### src/rtl/dma_hs_pkg.sv
/*
  Constants for the DMA handshake and ready block.
  Assumes one 10 MHz clock and no software-reachable registers.
*/
package dma_hs_pkg;
  localparam int          CLK_HZ          = 10_000_000;
  localparam int          CHANNELS        = 4;
  localparam int          CH_W            = 2;
  // Default bus cycle length in ns and in clock cycles
  localparam int          CYCLE_NS        = 300;
  localparam int          CYCLE_CNT       = (CYCLE_NS * (CLK_HZ / 1_000_000) + 999) / 1000;
  localparam logic [3:0]  CYCLE_CNT_V     = 4'(CYCLE_CNT);
  localparam logic [3:0]  GRANT_N_IDLE    = 4'hf;
  localparam logic [15:0] XFER_LEN_RST    = 16'h0000;

  typedef enum logic [1:0] {
    ST_IDLE  = 2'b00,
    ST_GRANT = 2'b01,
    ST_WAIT  = 2'b10,
    ST_DONE  = 2'b11
  } dma_state_t;
endpackage

### src/rtl/dma_handshake.sv
/*
  DMA request, grant, terminal count and ready handshake of a four-channel engine.
  Assumes the slave drives ready from outside the clock domain, peripherals hold
  requests until granted, and the processor cycle indicator comes from on-chip logic.
*/
// What this block does
// - Ready low stretches; high lets cycle finish
// - Stretch only DMA core cycles
// - Processor accesses are never lengthened
// - Drive active-low grant to requesting channel
// - Pulse terminal count at transfer end
`timescale 1ns/1ps
module dma_handshake (
  // Clock and reset
  input  wire logic        clk_sys,
  input  wire logic        nrst,
  // Transfer programming from the engine core
  input  wire logic        xfer_start,
  input  wire logic [15:0] xfer_len,
  // Processor bus cycle in progress
  input  wire logic        cpu_cycle,
  // Pins
  input  wire logic [3:0]  dma_request_lines,
  input  wire logic        ready,
  output logic      [3:0]  dma_grant_n_lines,
  output logic             transfer_count_done,
  output logic             dma_cycle_active,
  output logic             cpu_cycle_done
);

  // ---------------------------------------------------------------
  // Reset and input synchronisers
  // ---------------------------------------------------------------
  logic       rst_s1_reg;
  logic       rst_s2_reg;
  logic [3:0] req_s1_reg;
  logic [3:0] req_s2_reg;
  logic       rdy_s1_reg;
  logic       rdy_s2_reg;

  always_ff @(posedge clk_sys or negedge nrst) begin
    if (!nrst) begin
      rst_s1_reg <= 1'b0;
      rst_s2_reg <= 1'b0;
    end else begin
      rst_s1_reg <= 1'b1;
      rst_s2_reg <= rst_s1_reg;
    end
  end

  always_ff @(posedge clk_sys or negedge rst_s2_reg) begin
    if (!rst_s2_reg) begin
      req_s1_reg <= 4'h0;
      req_s2_reg <= 4'h0;
      rdy_s1_reg <= 1'b1;
      rdy_s2_reg <= 1'b1;
    end else begin
      req_s1_reg <= dma_request_lines;
      req_s2_reg <= req_s1_reg;
      rdy_s1_reg <= ready;
      rdy_s2_reg <= rdy_s1_reg;
    end
  end

  // ---------------------------------------------------------------
  // Helpers
  // ---------------------------------------------------------------
  function automatic logic [1:0] pick_channel(input logic [3:0] req);
    pick_channel = 2'h0;
    for (int i = dma_hs_pkg::CHANNELS - 1; i >= 0; i--) begin
      if (req[i]) begin
        pick_channel = 2'(i);
      end
    end
  endfunction

  function automatic logic is_last(input logic [15:0] left);
    is_last = (left <= 16'h0001);
  endfunction

  // ---------------------------------------------------------------
  // Handshake state machine
  // ---------------------------------------------------------------
  dma_hs_pkg::dma_state_t state_reg;
  dma_hs_pkg::dma_state_t state_next;
  logic [1:0]  ch_reg;
  logic [1:0]  ch_next;
  logic [3:0]  cyc_reg;
  logic [3:0]  cyc_next;
  logic [15:0] left_reg;
  logic [15:0] left_next;
  logic        armed_reg;
  logic        armed_next;
  logic [3:0]  grant_n_reg;
  logic [3:0]  grant_n_next;
  logic        tc_reg;
  logic        tc_next;
  logic        act_reg;
  logic        act_next;
  logic        cpu_done_reg;
  logic        cpu_done_next;
  logic        cyc_end;

  always_comb begin
    state_next   = state_reg;
    ch_next      = ch_reg;
    cyc_next     = cyc_reg;
    grant_n_next = dma_hs_pkg::GRANT_N_IDLE;
    tc_next      = 1'b0;
    act_next     = 1'b0;
    cyc_end      = 1'b0;
    case (state_reg)
      dma_hs_pkg::ST_IDLE: begin
        if (armed_reg && (req_s2_reg != 4'h0)) begin
          ch_next    = pick_channel(req_s2_reg);
          cyc_next   = dma_hs_pkg::CYCLE_CNT_V;
          state_next = dma_hs_pkg::ST_GRANT;
        end
      end
      dma_hs_pkg::ST_GRANT: begin
        grant_n_next[ch_reg] = 1'b0;
        act_next             = 1'b1;
        if (cyc_reg > 4'h1) begin
          cyc_next = cyc_reg - 4'h1;
        end else begin
          state_next = dma_hs_pkg::ST_WAIT;
        end
      end
      dma_hs_pkg::ST_WAIT: begin
        grant_n_next[ch_reg] = 1'b0;
        act_next             = 1'b1;
        if (rdy_s2_reg) begin
          grant_n_next = dma_hs_pkg::GRANT_N_IDLE;
          act_next     = 1'b0;
          cyc_end      = 1'b1;
          state_next   = dma_hs_pkg::ST_DONE;
          tc_next      = is_last(left_reg);
        end
      end
      dma_hs_pkg::ST_DONE: begin
        state_next = dma_hs_pkg::ST_IDLE;
      end
      default: begin
        state_next = dma_hs_pkg::ST_IDLE;
      end
    endcase
  end

  always_ff @(posedge clk_sys or negedge rst_s2_reg) begin
    if (!rst_s2_reg) begin
      state_reg   <= dma_hs_pkg::ST_IDLE;
      ch_reg      <= 2'h0;
      cyc_reg     <= 4'h0;
      grant_n_reg <= dma_hs_pkg::GRANT_N_IDLE;
      tc_reg      <= 1'b0;
      act_reg     <= 1'b0;
    end else begin
      state_reg   <= state_next;
      ch_reg      <= ch_next;
      cyc_reg     <= cyc_next;
      grant_n_reg <= grant_n_next;
      tc_reg      <= tc_next;
      act_reg     <= act_next;
    end
  end

  // ---------------------------------------------------------------
  // Transfer length and arming
  // ---------------------------------------------------------------
  always_comb begin
    left_next  = left_reg;
    armed_next = armed_reg;
    // Count down to the last cycle
    if (cyc_end) begin
      if (is_last(left_reg)) begin
        armed_next = 1'b0;
        left_next  = dma_hs_pkg::XFER_LEN_RST;
      end else begin
        left_next  = left_reg - 16'h0001;
      end
    end
    // A start in the closing cycle wins over the disarm
    if (xfer_start) begin
      armed_next = 1'b1;
      left_next  = xfer_len;
    end
  end

  always_ff @(posedge clk_sys or negedge rst_s2_reg) begin
    if (!rst_s2_reg) begin
      left_reg  <= dma_hs_pkg::XFER_LEN_RST;
      armed_reg <= 1'b0;
    end else begin
      left_reg  <= left_next;
      armed_reg <= armed_next;
    end
  end

  // ---------------------------------------------------------------
  // Processor cycle pass-through
  // ---------------------------------------------------------------
  always_comb begin
    cpu_done_next = cpu_cycle;
  end

  always_ff @(posedge clk_sys or negedge rst_s2_reg) begin
    if (!rst_s2_reg) begin
      cpu_done_reg <= 1'b0;
    end else begin
      cpu_done_reg <= cpu_done_next;
    end
  end

  assign dma_grant_n_lines   = grant_n_reg;
  assign transfer_count_done = tc_reg;
  assign dma_cycle_active    = act_reg;
  assign cpu_cycle_done      = cpu_done_reg;

endmodule

### config.mk
export PLATFORM = sky130hd
export DESIGN_NAME = dma_handshake
export DESIGN_NICKNAME = d
export VERILOG_FILES = /design/src/rtl/dma_hs_pkg.sv /design/src/rtl/dma_handshake.sv
export SDC_FILE = /design/constraint.sdc
export NUM_CORES = 1
export LEC_CHECK = 0
export BUFFER_PORTS_ARGS = -buffer_cell sky130_fd_sc_hd__clkbuf_2
export CORE_UTILIZATION = 30
export DETAILED_ROUTE_END_ITERATION = 8
export PLACE_DENSITY_LB_ADDON = 0.2
export SETUP_SLACK_MARGIN = 0.15
export SYNTH_ARGS = -nofsm -noshare
export SYNTH_HDL_FRONTEND = slang
export SYNTH_SLANG_ARGS = --single-unit
### constraint.sdc
create_clock -name clk_sys -period 2.6 [get_ports clk_sys]
set_input_delay 0.13 -clock clk_sys [delete_from_list [all_inputs] [get_ports clk_sys]]
set_output_delay 0.13 -clock clk_sys [all_outputs]
set_load 0.005 [all_outputs]
==> impl_metrics.json <==
{
  "whs_endpoint": "left_reg[2]$_DFFE_PN0P_",
  "grt.total_usage_pct": 13.3,
  "yosys.area_share.simple_pct": 17.7,
  "ir_drop_uv": 280,
  "ant_nets": 0,
  "layout-drive-gt1-share_pct": 23.8,
  "die_y_microns": 86.2,
  "hold_start": "xfer_len[2]",
  "cp.required_ns": 2.81,
  "start_util_pct": 31.1,
  "synth_fa_ha_area_share_pct": 4.71,
  "io_pins": 32,
  "largest_reg_flops": 16,
  "cp-start-kind": "flip-flop",
  "status": "completed",
  "path_clk_slew_ns": 0.09,
  "ys_ff_latch": 44,
  "area_delta_synth_final_pct": 21.9,
  "drt_iter0_drc": 47,
  "wirelength_microns": 4280,
  "avgSynthCellArea_sq_um": 10.2,
  "r2r_end": "left_reg[10]$_DFFE_PN0P_",
  "cts-resized-gates": 0,
  "grt_pass1_vias": 1581,
  "cts-root-buf": "clkbuf_8",
  "grt_setup_unrepaired": "false",
  "cp-end-kind": "flip-flop",
  "skew_ns": 0.00792,
  "clk_latency_ns": 0.29,
  "slew_headroom_pct": 41.2,
  "reg2reg_slack_ns": 0.49,
  "fin_crit_sh_pct": 81.2,
  "numCtsBuffers": 5,
  "muxShareOfSynthArea_pct": 1.94,
  "cts_buffer_depth": 2,
  "final_cell_mix": "dfrtp_1, clkbuf_2, nand2_1, nor2_1, o21ai_0",
  "hold-path-cell-count": 3,
  "clock.fmax_ghz": 0.474,
  "core_region_area_sq_um": 6830,
  "place_congestion": 0.778,
  "synth_compound_area_share_pct": 17.9,
  "port_buffers": 31,
  "synth_warnings": 0,
  "path_class": "reg2reg",
  "worst_slew_pin_slew_ns": 0.883,
  "overflow": 0,
  "route.detailed.drc": 0,
  "grt_max_degree": 43,
  "drv_cap": 0,
  "hold_path.class": "in2reg",
  "wl_per_cell_microns": 12.3,
  "fin_setup_tns_ns": 0,
  "fp.dieW_microns": 86.2,
  "synth-edff-count": 0,
  "fin_nets": 284,
  "finalMaxSlewViolations": 0,
  "yosysTopAreaCell": "dfrtp_1",
  "synth_xor_area_share_pct": 2.47,
  "final_common_cell": "dfrtp_1",
  "vias": 1621,
  "rows": 30,
  "synthCells": 208,
  "antenna_found_initial": 0,
  "setup_viol": 0,
  "syn_nets": 241,
  "htreeDepth": 2,
  "seq_area_frac_synth_pct": 52.1,
  "r2r_start": "left_reg[0]$_DFFE_PN0P_",
  "fp.dieArea_sq_um": 7430,
  "synth_top_family_by_area": "compound AO/OA/AOI/OAI gates",
  "synth_area_sq_um": 2130,
  "cts.sink_count": 44,
  "p_per_area_nw_per_um2": 831,
  "yosys.cell_types.count": 54,
  "finalPower_mw": 2.16,
  "cts_tree": "yes",
  "finalWorstPathRequiredPeriod_ns": 2.11,
  "arrival_ns": 2.32,
  "vias_per_cell": 4.66,
  "async_flop_share_pct": 100,
  "fillCellCount": 736,
  "p_leak_nw": 1.14,
  "dpl.hpwl_microns": 3050,
  "hold_viol": 0,
  "grt_pass1_wl_microns": 7530,
  "synth_area_leaders": "dfrtp_1, dfstp_2, ha_1, nand2_1, nor2_1",
  "firstDrtPassIters": 4,
  "synth.top_cell.area_share_pct": 44.7,
  "reg2reg_depth": 7,
  "synthFlopType": "dfrtp_1",
  "worst-path-max-fanout": 6,
  "n_antenna_cell": 0
}
## power breakdown
group / switching (mW) / total [mW] / internal (mW)
clock network: 0.238 / 0.528 / 0.289
logic: 0.350 / 0.656 / 0.305
registers: 0.127 / 0.972 / 0.845
## cells in the mapped netlist (all sizes together), types with 2 or more instances
| cell type | instances |
|---|---|
| dfrtp | 38 |
| nand2 | 23 |
| nor2 | 22 |
| o21ai | 16 |
| a21oi | 11 |
| inv | 11 |
| ha | 8 |
| nor3 | 8 |
| dfstp | 6 |
| clkbuf | 5 |
| a31oi | 4 |
| xor2 | 4 |
| and2 | 3 |
| mux2i | 3 |
| nor4 | 3 |
| o31ai | 3 |
| a22oi | 2 |
| a32oi | 2 |
| and3 | 2 |
| nor2b | 2 |
| nor3b | 2 |
| o211ai | 2 |
| o21a | 2 |
| o22a | 2 |
| o31a | 2 |
| or4 | 2 |
| xnor2 | 2 |
## cell type report
cell class	count	area, sq um	share of cell area (%)
clock buffers	5	68.8	2.65
repair buffers	41	248	9.56
clock inverters	3	46.3	1.79
well taps	96	120	4.63
multi-input cells	147	955	36.8
inverters	12	45.0	1.74
flip-flops and latches	44	1110	42.8
## per-stage QoR
step           setup slack (ns)  util (%)  area, sq um  hold slack, ns  std cells
2_1_floorplan             0.642         -         2130          -0.166        208
6_report                  0.488      37.9         2590          0.0446        348
4_1_cts                   0.482      37.9         2590          0.0349        348
3_3_place_gp              0.560      35.2         2410         -0.0815        333
3_5_place_dp              0.509      35.2         2410         -0.0814        333
5_1_grt                   0.289      37.9         2590          0.0411        348
## cell families (layout without fill, tap and decap cells)
kind of cell,Yosys count,count (layout)
and+or+nand+nor,72,72
AOI/OAI and AO/OA,56,56
DFF,44,44
buffers and inverters,17,61
adders and majority gates,8,8
xor gates and xnor gates,6,6
muxes,4,4
other,1,1
## how the worst max path moves through the flow
stage	start	to	slack (ns)	cells past startpoint
finish	left_reg[0]$_DFFE_PN0P_	left_reg[10]$_DFFE_PN0P_	0.49	7
global route	left_reg[0]$_DFFE_PN0P_	left_reg[10]$_DFFE_PN0P_	0.29	7
CTS	left_reg[0]$_DFFE_PN0P_	left_reg[10]$_DFFE_PN0P_	0.48	7
detailed placement	left_reg[0]$_DFFE_PN0P_	left_reg[10]$_DFFE_PN0P_	0.51	7
global placement	left_reg[10]$_DFFE_PN0P_	left_reg[12]$_DFFE_PN0P_	0.56	5
floorplan	left_reg[10]$_DFFE_PN0P_	left_reg[12]$_DFFE_PN0P_	0.64	5
## timing repair
| action | CTS | global route |
|---|---|---|
| buffers inserted | 0 | 0 |
| hold buffers | 7 | 0 |
| endpoints found under the hold margin | 8 | 0 |
| setup endpoints to repair | 0 | 0 |
## worst max-delay path, cell delays in order (launching register included)
cell       delay (ns)
dfrtp_1          0.42
inv_1            0.11
ha_1             0.18
nor3b_2          0.32
nand2_1          0.21
a2111oi_1        0.48
xnor2_1          0.13
o31ai_2          0.19
## layer usage
layer / up-vias / global-route usage (%) / share of wire [%]
met5: - / 0 / 0
met4: 0 / 4.09 / 0.96
met3: 2 / 4.19 / 4.2
met2: 34 / 20.0 / 45
met1: 758 / 18.3 / 50
li1: 827 / - / -
No activity file was read; power rests on OpenSTA's default activity.
